==> config.mk <==
export PLATFORM = sky130hd
export DESIGN_NAME = fam_flash_front
export DESIGN_NICKNAME = d
export VERILOG_FILES = /design/src/rtl/fam_flash_front.v
export VERILOG_INCLUDE_DIRS = /design/src /design/src/rtl
export SDC_FILE = /design/constraint.sdc
export NUM_CORES = 1
export LEC_CHECK = 0
export ABC_AREA = 1
export BUFFER_PORTS_ARGS = -buffer_cell sky130_fd_sc_hd__buf_4
export CORE_ASPECT_RATIO = 1.25
export CORE_UTILIZATION = 60
export DETAILED_ROUTE_END_ITERATION = 12
export PLACE_DENSITY = 0.79
export SLEW_MARGIN = 10
export SYNTH_ARGS = -nofsm -noshare
export SYNTH_HDL_FRONTEND = slang
export SYNTH_SLANG_ARGS = --single-unit
==> constraint.sdc <==
create_clock -name ref_clk -period 4.01 [get_ports ref_clk]
set_input_delay 0.2005 -clock ref_clk [delete_from_list [all_inputs] [get_ports ref_clk]]
set_output_delay 0.2005 -clock ref_clk [all_outputs]
set_load 0.05 [all_outputs]
==> src/rtl/fam_map.vh <==
// What this block does
// - In 3-byte mode the extended address byte supplies address bits 31..24.
// - Read-extended-address returns that byte MSB first on falling clock edges.
// - Write-extended-address with one data byte is taken only when latch set.
// - Extended address byte clears to zero at power up and software reset.
// - In 4-byte mode every address overwrites the extended address byte.
// - Enter-4-byte opcode ended by chip select high selects 32-bit addresses.
// - Exit-4-byte opcode returns to 24-bit addresses plus extended byte.
// - Enter-quad opcode works only with quad enable set, else ignored.
// - Power-up is standard mode; standard and quad modes never coexist.
// - Mode switching keeps write latch, suspend and wrap setting unchanged.
// - Exit-quad opcode returns the device to standard mode.
// - Reset happens only when reset-enable is directly followed by reset.
// - Software reset aborts work and clears all volatile settings.
// - After reset opcode, about 300 us busy, every instruction rejected.
// - Normal read takes a 3 or 4 byte address, data out on falling edges.
// - Read advances address each byte and streams until chip select rises.
// - Reads are rejected while a program, erase or status write runs.
// - Read with 32-bit address always takes a full 32-bit address.
// - Read with 32-bit address is recognised only in standard mode.
// - Fast read adds a dummy byte (16 dummy bits in quad mode), then streams with auto-increment.
// - Write enable sets the latch; instructions needing it refused when clear.
`ifndef FAM_MAP_VH
`define FAM_MAP_VH
`define FAM_OP_WREN 8'h06
`define FAM_OP_WRDI 8'h04
`define FAM_OP_RDEXT 8'hC8
`define FAM_OP_WREXT 8'hC5
`define FAM_OP_EN4B 8'hB7
`define FAM_OP_EX4B 8'hE9
`define FAM_OP_EQPI 8'h38
`define FAM_OP_XQPI 8'hFF
`define FAM_OP_RSTEN 8'h66
`define FAM_OP_RST 8'h99
`define FAM_OP_READ 8'h03
`define FAM_OP_READ4 8'h13
`define FAM_OP_FREAD 8'h0B
`define FAM_BITS_OP 6'h08
`define FAM_BITS_A3 6'h18
`define FAM_BITS_A4 6'h20
`define FAM_BITS_DMY_STD 6'h08
`define FAM_BITS_DMY_QUAD 6'h10
`define FAM_EXT_RST 8'h00
`define FAM_ADS_RST 1'b0
`define FAM_T_RST_US 300
`define FAM_CLK_MHZ 25
`endif

==> src/rtl/fam_flash_front.v <==
`timescale 1ns/1ps
`include "fam_map.vh"
module fam_flash_front #(
    parameter RST_CYC = `FAM_T_RST_US * `FAM_CLK_MHZ,
    parameter RST_W = 14
) (
    input wire ref_clk,
    input wire rst_n,
    input wire sclk,
    input wire csN,
    input wire [3:0] ioIn,
    output reg [3:0] ioOut,
    output reg [3:0] ioOe,
    output reg [31:0] memAddr,
    output reg memRead,
    input wire [7:0] memData,
    input wire quadEnableBit,
    input wire operationInProgress,
    input wire welClear,
    input wire wrapLoad,
    input wire [2:0] wrapIn,
    input wire modeBitsLoad,
    input wire [7:0] modeBitsIn,
    output reg writeEnableLatch,
    output reg addressWidthStatus,
    output reg quadCommandMode,
    output reg [7:0] extAddrByte,
    output reg [2:0] wrapSettingBits,
    output reg [7:0] continuousReadModeBits,
    output reg softResetPulse,
    output wire resetBusy
);

localparam S_IDLE = 7'h01;
localparam S_CMD = 7'h02;
localparam S_ADDR = 7'h04;
localparam S_DUMMY = 7'h08;
localparam S_DATA = 7'h10;
localparam S_WDAT = 7'h20;
localparam S_HOLD = 7'h40;
// Counter load cut to its width on purpose; RST_W must cover RST_CYC
localparam [RST_W-1:0] RST_LOAD = RST_CYC[RST_W-1:0];

// Frame phases:
// S_CMD collects the opcode,
// S_ADDR the 24 or 32 address bits,
// S_DUMMY the fast read gap,
// S_DATA streams bytes out on falling edges,
// S_WDAT takes the one data byte of the extended byte write,
// S_HOLD waits for chip select to end the frame.
// Single-byte commands act only at chip select rise,
// so a cut or overlong frame changes no state except the reset-enable arming.

reg sclkS1_r, sclkS2_r, sclkS3_r;
reg csS1_r, csS2_r, csS3_r;
reg [3:0] ioS1_r, ioS2_r;
reg [6:0] state_r;
reg [31:0] sh_r;
reg [5:0] cnt_r;
reg [7:0] op_r;
reg pendOk_r;
reg need32_r;
reg fast_r;
reg rdExt_r;
reg armed_r;
reg pendRst_r;
reg [7:0] outSh_r;
reg [2:0] outCnt_r;
reg [RST_W-1:0] rstCnt_r;

// Edges found from the second and third stage only;
// the first stage may still be metastable.
// Link clock must stay slow against ref_clk (half period >= 4 cycles).
wire sRise = sclkS2_r & ~sclkS3_r;
wire sFall = ~sclkS2_r & sclkS3_r;
wire csRise = csS2_r & ~csS3_r;
wire csLow = ~csS2_r;
// Quad mode moves a nibble per clock, standard one bit
wire [31:0] shNx = quadCommandMode ? {sh_r[27:0], ioS2_r} :
    {sh_r[30:0], ioS2_r[0]};
wire [5:0] cntNx = cnt_r + (quadCommandMode ? 6'h04 : 6'h01);
wire [5:0] addrBits = need32_r ? `FAM_BITS_A4 : `FAM_BITS_A3;
wire [5:0] dmyBits = quadCommandMode ? `FAM_BITS_DMY_QUAD :
    `FAM_BITS_DMY_STD;
wire [7:0] byteV = (outCnt_r != 3'h0) ? outSh_r :
    (rdExt_r ? extAddrByte : memData);

assign resetBusy = (rstCnt_r != {RST_W{1'b0}});

// Next nibble or bit to shift out, MSB first
function [3:0] laneBits;
    input quad;
    input [7:0] b;
    begin
        laneBits = quad ? b[7:4] : {2'b00, b[7], 1'b0};
    end
endfunction

// Idle levels as reset values avoid a false edge after reset
always @(posedge ref_clk or negedge rst_n) begin
    if (!rst_n) begin
        sclkS1_r <= 1'b0;
        sclkS2_r <= 1'b0;
        sclkS3_r <= 1'b0;
        csS1_r <= 1'b1;
        csS2_r <= 1'b1;
        csS3_r <= 1'b1;
        ioS1_r <= 4'h0;
        ioS2_r <= 4'h0;
    end else begin
        sclkS1_r <= sclk;
        sclkS2_r <= sclkS1_r;
        sclkS3_r <= sclkS2_r;
        csS1_r <= csN;
        csS2_r <= csS1_r;
        csS3_r <= csS2_r;
        ioS1_r <= ioIn;
        ioS2_r <= ioS1_r;
    end
end

always @(posedge ref_clk or negedge rst_n) begin
    if (!rst_n) begin
        state_r <= S_IDLE;
        sh_r <= 32'h0;
        cnt_r <= 6'h0;
        op_r <= 8'h0;
        pendOk_r <= 1'b0;
        need32_r <= 1'b0;
        fast_r <= 1'b0;
        rdExt_r <= 1'b0;
        armed_r <= 1'b0;
        pendRst_r <= 1'b0;
        outSh_r <= 8'h0;
        outCnt_r <= 3'h0;
        rstCnt_r <= {RST_W{1'b0}};
        ioOut <= 4'h0;
        ioOe <= 4'h0;
        memAddr <= 32'h0;
        memRead <= 1'b0;
        writeEnableLatch <= 1'b0;
        addressWidthStatus <= `FAM_ADS_RST;
        quadCommandMode <= 1'b0;
        extAddrByte <= `FAM_EXT_RST;
        wrapSettingBits <= 3'h0;
        continuousReadModeBits <= 8'h0;
        softResetPulse <= 1'b0;
    end else begin
        softResetPulse <= 1'b0;
        // Busy counter runs down to zero, then frames are taken again
        if (resetBusy)
            rstCnt_r <= rstCnt_r - {{(RST_W-1){1'b0}}, 1'b1};
        // Clear from other logic first so a same-cycle set wins
        if (welClear)
            writeEnableLatch <= 1'b0;
        if (wrapLoad)
            wrapSettingBits <= wrapIn;
        if (modeBitsLoad)
            continuousReadModeBits <= modeBitsIn;
        if (csRise) begin
            state_r <= S_IDLE;
            ioOe <= 4'h0;
            memRead <= 1'b0;
            if (state_r == S_WDAT && cnt_r == `FAM_BITS_OP)
                extAddrByte <= sh_r[7:0];
            if (state_r == S_HOLD && pendOk_r) begin
                // Mode changes leave latch, suspend and wrap alone
                case (op_r)
                    `FAM_OP_WREN: writeEnableLatch <= 1'b1;
                    `FAM_OP_WRDI: writeEnableLatch <= 1'b0;
                    `FAM_OP_EN4B: addressWidthStatus <= 1'b1;
                    `FAM_OP_EX4B: addressWidthStatus <= 1'b0;
                    `FAM_OP_EQPI: begin
                        if (quadEnableBit)
                            quadCommandMode <= 1'b1;
                    end
                    `FAM_OP_XQPI: quadCommandMode <= 1'b0;
                    `FAM_OP_RST: begin
                        if (pendRst_r) begin
                            // Volatile state back to power-on values
                            writeEnableLatch <= 1'b0;
                            addressWidthStatus <= `FAM_ADS_RST;
                            quadCommandMode <= 1'b0;
                            extAddrByte <= `FAM_EXT_RST;
                            wrapSettingBits <= 3'h0;
                            continuousReadModeBits <= 8'h0;
                            softResetPulse <= 1'b1;
                            rstCnt_r <= RST_LOAD;
                            armed_r <= 1'b0;
                        end
                    end
                    default: ;
                endcase
            end
        end else if (csLow && state_r == S_IDLE) begin
            // While resetting, whole frames are swallowed
            state_r <= resetBusy ? S_HOLD : S_CMD;
            pendOk_r <= 1'b0;
            cnt_r <= 6'h0;
            sh_r <= 32'h0;
            outCnt_r <= 3'h0;
            rdExt_r <= 1'b0;
        end else if (sRise) begin
            case (state_r)
                S_CMD: begin
                    sh_r <= shNx;
                    cnt_r <= cntNx;
                    if (cntNx == `FAM_BITS_OP) begin
                        op_r <= shNx[7:0];
                        cnt_r <= 6'h0;
                        pendOk_r <= 1'b0;
                        state_r <= S_HOLD;
                        // Any opcode but reset-enable disarms the pair
                        armed_r <= (shNx[7:0] == `FAM_OP_RSTEN);
                        pendRst_r <= armed_r &&
                            (shNx[7:0] == `FAM_OP_RST);
                        case (shNx[7:0])
                            `FAM_OP_READ, `FAM_OP_FREAD: begin
                                if (!operationInProgress)
                                    state_r <= S_ADDR;
                                need32_r <= addressWidthStatus;
                                fast_r <= (shNx[7:0] == `FAM_OP_FREAD);
                            end
                            `FAM_OP_READ4: begin
                                if (!operationInProgress &&
                                    !quadCommandMode)
                                    state_r <= S_ADDR;
                                need32_r <= 1'b1;
                                fast_r <= 1'b0;
                            end
                            `FAM_OP_RDEXT: begin
                                state_r <= S_DATA;
                                rdExt_r <= 1'b1;
                            end
                            `FAM_OP_WREXT: begin
                                if (writeEnableLatch)
                                    state_r <= S_WDAT;
                            end
                            `FAM_OP_WREN, `FAM_OP_WRDI, `FAM_OP_EN4B,
                            `FAM_OP_EX4B, `FAM_OP_EQPI, `FAM_OP_RSTEN,
                            `FAM_OP_RST:
                                pendOk_r <= 1'b1;
                            `FAM_OP_XQPI:
                                pendOk_r <= quadCommandMode;
                            default: ;
                        endcase
                    end
                end
                S_ADDR: begin
                    sh_r <= shNx;
                    cnt_r <= cntNx;
                    if (cntNx == addrBits) begin
                        cnt_r <= 6'h0;
                        state_r <= fast_r ? S_DUMMY : S_DATA;
                        memRead <= 1'b1;
                        if (need32_r)
                            memAddr <= shNx;
                        else
                            memAddr <= {extAddrByte, shNx[23:0]};
                        if (addressWidthStatus && need32_r)
                            extAddrByte <= shNx[31:24];
                    end
                end
                S_DUMMY: begin
                    cnt_r <= cntNx;
                    if (cntNx == dmyBits)
                        state_r <= S_DATA;
                end
                S_WDAT: begin
                    if (cnt_r == `FAM_BITS_OP) begin
                        state_r <= S_HOLD; // Too many bits: drop it
                        pendOk_r <= 1'b0;
                    end else begin
                        sh_r <= shNx;
                        cnt_r <= cntNx;
                    end
                end
                S_HOLD: pendOk_r <= 1'b0; // Extra clocks void the op
                default: ;
            endcase
        end else if (sFall && state_r == S_DATA) begin
            // Array data must follow memAddr before the next falling link clock edge;
            // no prefetch, so a slow array limits the link clock.
            // Wrap setting is only stored, not applied here.
            // New byte fetched when the previous one ran out
            ioOut <= laneBits(quadCommandMode, byteV);
            ioOe <= quadCommandMode ? 4'hF : 4'h2;
            outSh_r <= quadCommandMode ? {byteV[3:0], 4'h0} :
                {byteV[6:0], 1'b0};
            if (outCnt_r == 3'h0) begin
                outCnt_r <= quadCommandMode ? 3'h1 : 3'h7;
                if (!rdExt_r)
                    memAddr <= memAddr + 32'h1;
            end else begin
                outCnt_r <= outCnt_r - 3'h1;
            end
        end
    end
end

endmodule // fam_flash_front

==> results by group, run 1 <==
Timing
  • Final Hold Viols: 0
  • Setup Skew: 0.009803 ns
  • Worst-margin pin slew: 0.9601 ns
  • Final Cycle Share: 76.89%
  • RSZ-0062 raised after global routing: false
  • # setup viols final: 0
  • Relative max-transition margin: 35.99%
  • Period minus WS final: 3.083 ns
  • Final Max Slew Viols: 0
  • Fmax: 0.3243 GHz
  • Final setup TNS: 0 ns
  • Post-route setup slack: 0.9268 ns

Worst setup path
  • Worst EP arrival: 3.43 ns
  • Crit Path Max Fanout: 62
  • Endpoint class of the critical path: flip-flop
  • Crit path required time: 4.36 ns
  • Capture point of the worst reg-to-reg path: sh_r[21]
  • Crit path to: sh_r[21]
  • Max incr delay on CP: 0.55 ns
  • Worst path bufs/invs: 3
  • Worst path cell trace: inv_2 -> nor2_1 -> nand3_1 -> nor2_4 -> inv_2 -> a21oi_2 -> nand2_1 -> a31oi_4 -> buf_4 -> nand3_1 -> o21ai_1
  • CP Depth: 11
  • R2R Path Start: state_r[0]
  • R2R setup slack: 0.93 ns
  • CP Launch Type: flip-flop
  • Worst path slowest cell: dfstp_2
  • Crit path from: state_r[0]
  • Critical path class: flip-flop to flip-flop
  • FF-to-FF path depth: 11
  • Delay-heaviest family, CP: simple AND/OR/NAND/NOR gates

Synth
  • Flops & latches, synth: 158
  • Ys Warns: 0
  • Asr flop ratio synth: 100.0%
  • Synth unique cells: 42
  • Post-synth EDFFs: 0
  • Synth Flop Type: dfrtp_1
  • Ranking of synthesized cells by area: dfrtp_1, nand2_1, o21ai_0, inv_1, nor2_1
  • Leading area contributor after synthesis: dfrtp_1
  • Synthesized area per cell: 7.082 um2
  • Cells after Synth: 1303
  • Register area share after synthesis: 42.90%
  • Synthesized cell area: 0.009228 mm2
  • Mapped Nets: 1342
  • Area share of the largest cell type after synthesis: 41.76%
  • Cell with the most instances after synthesis: nand2_1
  • Post-synth top cells: nand2_1, dfrtp_1, o21ai_0

Detailed routing
  • Routed WL: 25330 um
  • Avg Vias per Cell: 5.630
  • DR iter-0 viols: 619
  • Via count: 8884
  • Drt pass-1 iters: 6
  • Remaining DRCs: 0
  • Final ANT Viol Nets: 0
  • Routed wire per std cell: 16.05 um

Die
  • Horiz. Die Dim: 112.9 um
  • Initial Utilization: 61.46%
  • Core ar.: 0.01501 mm2
  • Cell row count: 50
  • Die Ht: 140.7 um
  • Total die area: 0.01588 mm2
  • I/O Pins: 97

Clock network
  • Clock Sinks: 158
  • Hold-fix buffers, CTS: 7
  • Post-CTS setup buffers: 0
  • Clock transition at path regs: 0.06 ns
  • Post-CTS Resized: 0
  • Clk buf depth: 2
  • Number of H-tree levels: 4
  • CTS root buf: clkbuf_16
  • CTS tree: done
  • TritonCTS buffer count: 17
  • Worst-Skew Late Latency: 0.43 ns

Run
  • Max cap viols: 0

Global routing
  • GRT Overall Usage: 33.19%
  • Number of global-route vias before repair: 8344
  • Initial antenna violation count: 0
  • Grt total ovfl: 0
  • Pin count of the biggest net entering global routing: 105
  • Global-route wire length before repair: 40970 um

Placed design
  • GP Congestion: 0.9469
  • Input/output buffers: 96
  • Dpl ws: 1.002 ns
  • Post-DP HPWL: 18260 um

Final layout
  • Layout cell share with drive strength beyond 1: 11.96%
  • Area grow syn2layout: 16.20%
  • FILL cells: 1325
  • Antenna diode count: 0
  • NumNets Final: 1422

Min path
  • Hold WC Path Type: primary input to flip-flop

Power and ir drop
  • Leakage power total: 5.174 nW
  • PwrDens: 490.1 mW/mm2
  • Peak supply drop: 0.0003229 V

Status
  • Status: completed
==> report_power, final <==
part	total, W	switching (W)	internal, W
clock network	0.00176	0.000659	0.00111
logic	0.00150	0.00107	0.000427
registers	0.00199	0.000225	0.00177
total	0.00525	0.00195	0.00330
==> worst register-to-register path: cells and delay by family (launching register included) <==
family	cells	cell delay, ns
compound gates	3	0.58
flops	1	0.55
buf+inv	3	0.92
simple gates	5	0.95
==> layout make-up <==
class                   instances  area, um2  area share, %
clock buffers                  22      484.2          4.516
clock inverters                10      158.9          1.482
inverters                     148      555.5          5.181
multi-input cells             949       4484          41.82
flip-flops and latches        158       3960          36.93
well taps                     182      227.7          2.124
repair buffers                109      852.1          7.946
==> state kept, by name, indices dropped and copies added (netlist names), 3 cells and up <==
signal,flops
cnt_r,6
continuousReadModeBits,8
extAddrByte,8
ioOut,4
ioS1_r,4
ioS2_r,4
memAddr,32
op_r,8
outCnt_r,3
outSh_r,7
rstCnt_r,14
sh_r,31
state_r,7
wrapSettingBits,3
==> worst min path at each step <==
stage | startpoint | end | slack (ns) | depth (start not counted)
CTS | modeBitsIn[0] | continuousReadModeBits[0] | 0.01 | 3
floorplan | rst_n | addressWidthStatus | -0.1 | 0
global route | wrapIn[1] | wrapSettingBits[1] | 0.03 | 3
detailed placement | ioIn[2] | ioS1_r[2] | 0.31 | 1
global placement | csN | csS1_r | 0.31 | 1
finish | modeBitsIn[2] | continuousReadModeBits[2] | 0.02 | 3
==> layer usage <==
| layer | share of wire, % | vias to the layer above | wire length [um] | track usage, % |
|---|---|---|---|---|
| met4 | 5.0 | 0 | 1258 | 20.01 |
| li1 | - | 4390 | - | - |
| met1 | 40 | 4055 | 10150 | 40.51 |
| met3 | 5.6 | 99 | 1426 | 5.288 |
| met2 | 49 | 340 | 12490 | 55.52 |
| met5 | 0 | - | 0 | 0 |
==> layout by cell type (no fill, tap or decap), types with 6 or more instances in the layout <==
master,netlist,layout
nand2_1,367,367
dfrtp_1,154,153
o21ai_0,141,141
inv_1,140,140
nor2_1,137,136
buf_4,4,100
nand3_1,86,86
o21ai_1,40,40
a21oi_1,38,38
nor3_1,24,24
xor2_1,22,22
nand4_1,19,19
clkbuf_16,0,17
inv_2,8,8
xnor2_1,8,8
ha_1,7,7
dlygate4sd3_1,0,7
nor2_2,5,6
o31ai_1,6,6
a22oi_1,6,6
==> stage by stage <==
step	cell area, um2	power (W)	hold slack (ns)	std cells	utilization (%)
after floorplan	9228	0.003014	-0.09509	1303	-
after global placement	10010	0.003465	0.3100	1539	66.67
after detailed placement	10010	0.003485	0.3115	1539	66.67
after CTS	10720	0.005264	0.01381	1578	71.42
after global routing	10720	0.005481	0.02853	1578	71.42
final	10720	0.005255	0.02325	1578	71.42
==> kinds of logic after synthesis <==
kind of cell             Yosys count  share of synthesized area, %
buffers and inverters            196                         8.529
AO/OA/AOI/OAI                    254                         14.93
XOR/XNOR                          30                         2.847
AND/OR/NAND/NOR                  656                         29.63
flip-flops                       158                         42.90
multiplexers                       2                        0.2170
adder cells (fa/ha/maj)            7                        0.9491
(Power assumes the default switching activity.)
==> run 2: changes to the inputs <==
Clock period 4.01 ns to 2.9 ns, I/O delays scaled along.
==> run 2 against run 1 <==
Effect of this change: sequential power is 38% higher; register-to-register slack worse by 0.72 ns; combinational power up 42%; count of clock-buffer cells in the layout grew 1; sequential cell count stayed put; cell count rose by 1.9%; core utilization is 1.0 points higher; clock skew decreased by 0.0030 ns; via count is 3.3% higher; non-clock buffer count increased by 29; critical path depth is 3 higher; clock power increased by 16%.
==> results by group, run 2 (same netlist as run 1, synthesis figures left out) <==
Clock network
  • Clk buf depth: 2 (unchanged)
  • TritonCTS buffer count: 17 (unchanged)
  • CTS tree: done
  • Number of H-tree levels: 4 (unchanged)
  • Worst-Skew Late Latency: 0.43 ns (about the same)
  • Clock transition at path regs: 0.06 ns (about the same)
  • Clock Sinks: 158 (unchanged)
  • CTS root buf: clkbuf_16
  • Post-CTS setup buffers: 0 (unchanged)

Worst setup path
  • R2R setup slack: 0.21 ns (-0.72 ns)
  • Worst path bufs/invs: 2 (-1)
  • FF-to-FF path depth: 14 (+3)
  • R2R Path Start: quadCommandMode
  • Critical path class: flip-flop to flip-flop
  • Crit path to: memAddr[27]
  • Delay-heaviest family, CP: simple AND/OR/NAND/NOR gates
  • Endpoint class of the critical path: flip-flop
  • Crit Path Max Fanout: 59 (-4.8%)
  • Worst path cell trace: inv_2 -> ha_1 -> ha_1 -> xnor2_1 -> nand2_1 -> nor2_1 -> nand2_1 -> nor2_2 -> nand2_2 -> o21ai_4 -> nand3_2 -> buf_4 -> nand2_1 -> o21ai_1
  • Most frequent CP cell: nand2_1
  • Worst EP arrival: 2.98 ns (-0.45 ns)
  • Worst path slowest cell: dfrtp_2
  • Crit path required time: 3.19 ns (-1.17 ns)
  • CP Launch Type: flip-flop
  • CP Depth: 14 (+3)
  • Crit path from: quadCommandMode
  • Max incr delay on CP: 0.41 ns (-0.14 ns)
  • Capture point of the worst reg-to-reg path: memAddr[27]

Placed design
  • Input/output buffers: 96 (unchanged)
  • Post-DP HPWL: 18600 um (+1.9%)
  • GP Congestion: 0.9453 (-0.17%)
  • Dpl cells: 1552 (+0.84%)

Timing
  • Final Cycle Share: 92.85% (+16 points)
  • Final setup TNS: 0 ns (unchanged)
  • Final Max Slew Viols: 0 (unchanged)
  • Fmax: 0.3714 GHz (+15%)
  • Setup Skew: 0.006805 ns (-0.002998 ns)
  • Period minus WS final: 2.693 ns (-0.3905 ns)
  • Final Hold Viols: 0 (unchanged)
  • Worst-margin pin slew: 1.055 ns (+0.09459 ns)
  • Relative max-transition margin: 29.46% (-6.5 points)
  • RSZ-0062 raised after global routing: false
  • # setup viols final: 0 (unchanged)

Final layout
  • Max reg flops: 32 (unchanged)
  • Multi-input gate area: 0.004497 mm2 (+0.28%)
  • Layout cell share with drive strength beyond 1: 12.48% (+0.52 points)
  • Largest Register: memAddr
  • Most frequent cells in the layout: nand2_1, dfrtp_1, o21ai_0
  • Area grow syn2layout: 17.91%
  • Fin cells: 1608 (+1.9%)
  • FILL cells: 1251 (-5.6%)
  • Commonest non-fill, non-tap cell in the layout: nand2_1
  • Largest registers: memAddr: 32 flops, sh_r: 31 flops, rstCnt_r: 14 flops
  • Antenna diode count: 0 (unchanged)
  • Sequential Area: 0.003960 mm2 (unchanged)
  • NumNets Final: 1452 (+2.1%)

Power and ir drop
  • Clock power frac: 29.5% (-4.1 points)
  • Power consumption: 0.006912 W (+32%)
  • Sw frac: 39.05% (+1.9 points)
  • Comb power frac: 30.8% (+2.3 points)
  • NetSw: 0.002699 W (+38%)
  • Peak supply drop: 0.0005915 V (+83%)
  • PwrDens: 635.3 mW/mm2 (+30%)
  • Int Pwr: 0.004213 W (+28%)
  • Leakage power total: 5.237 nW (+1.2%)
  • Sequential share of power: 39.7% (+1.8 points)

Global routing
  • Global-route wire length before repair: 41480 um (+1.2%)
  • Grt total ovfl: 0 (unchanged)
  • Pin count of the biggest net entering global routing: 69 (-34%)
  • Number of global-route vias before repair: 8517 (+2.1%)
  • Initial antenna violation count: 0 (unchanged)
  • GRT Overall Usage: 33.43% (+0.24 points)

Detailed routing
  • DR iter-0 viols: 843 (+36%)
  • Routed wire per std cell: 16.29 um (+1.5%)
  • Via count: 9178 (+3.3%)
  • Routed WL: 26190 um (+3.4%)
  • Remaining DRCs: 0 (unchanged)
  • Avg Vias per Cell: 5.708 (+1.4%)
  • Final ANT Viol Nets: 0 (unchanged)
  • Drt pass-1 iters: 6 (unchanged)

Die
  • Total die area: 0.01588 mm2 (unchanged)
  • Cell row count: 50 (unchanged)
  • Die Ht: 140.7 um (unchanged)
  • Core ar.: 0.01501 mm2 (unchanged)
  • Initial Utilization: 61.46% (unchanged)
  • I/O Pins: 97 (unchanged)
  • Horiz. Die Dim: 112.9 um (unchanged)

Run
  • Max cap viols: 0 (unchanged)

Min path
  • Hold WC Path Type: primary input to flip-flop

Status
  • Status: completed
run 2: tightest hold or removal path, stage by stage:
cell and delay, ns:
buf_4 0.14, nand2_1 0.06, a21oi_1 0.06
run 2: layout make-up:
class | count | area share (%)
Clock buffer | 23 | 4.301
Timing Repair Buffer | 138 | 10.20
Tap cell | 182 | 2.093
Multi-Input combinational cell | 950 | 41.33
Clock inverter | 9 | 0.5750
Sequential cell | 158 | 36.40
Inverter | 148 | 5.106
run 2: per-stage QoR:
stage | hold slack (ns) | util, % | area [um2] | setup WS (ns)
floorplan | -0.1506 | - | 9229 | 0.1545
CTS | 0.007208 | 72.38 | 10870 | 0.2394
detailed placement | 0.1974 | 67.32 | 10110 | 0.2524
global placement | 0.1956 | 67.32 | 10110 | 0.3357
global route | 0.02214 | 72.47 | 10880 | 0.002635
finish | 0.01338 | 72.47 | 10880 | 0.2073
run 2: power by group through the flow:
| stage | sequential (W) | clock, W | combinational, W |
|---|---|---|---|
| after floorplan | 0.00318 | 0 | 0.000988 |
| after global placement | 0.00277 | 0 | 0.00204 |
| after detailed placement | 0.00277 | 0 | 0.00207 |
| after CTS | 0.00274 | 0.00205 | 0.00211 |
| after global routing | 0.00277 | 0.00214 | 0.00231 |
| final | 0.00275 | 0.00204 | 0.00213 |
run 2: routing by layer:
layer / part of all wire, % / track usage, %
met5: 0 / 0
met4: 4.8 / 18.84
met3: 5.1 / 5.245
met2: 50 / 58.41
met1: 40 / 39.19
run 2: worst min path at each step:
stage | start | slack [ns] | endpoint | cells past startpoint
detailed placement | rst_n | 0.20 | outCnt_r[2] | 1
global placement | rst_n | 0.20 | outCnt_r[2] | 1
finish | modeBitsLoad | 0.01 | continuousReadModeBits[1] | 3
CTS | modeBitsLoad | 0.007 | continuousReadModeBits[1] | 3
floorplan | rst_n | -0.15 | addressWidthStatus | 0
global route | modeBitsLoad | 0.02 | continuousReadModeBits[7] | 3
run 2: repair_timing:
action / in CTS / in global routing
endpoints found under the hold margin: 84 / 0
resized for setup: 0 / 0
hold buffers: 23 / 0
endpoints found under the setup margin: 0 / 1
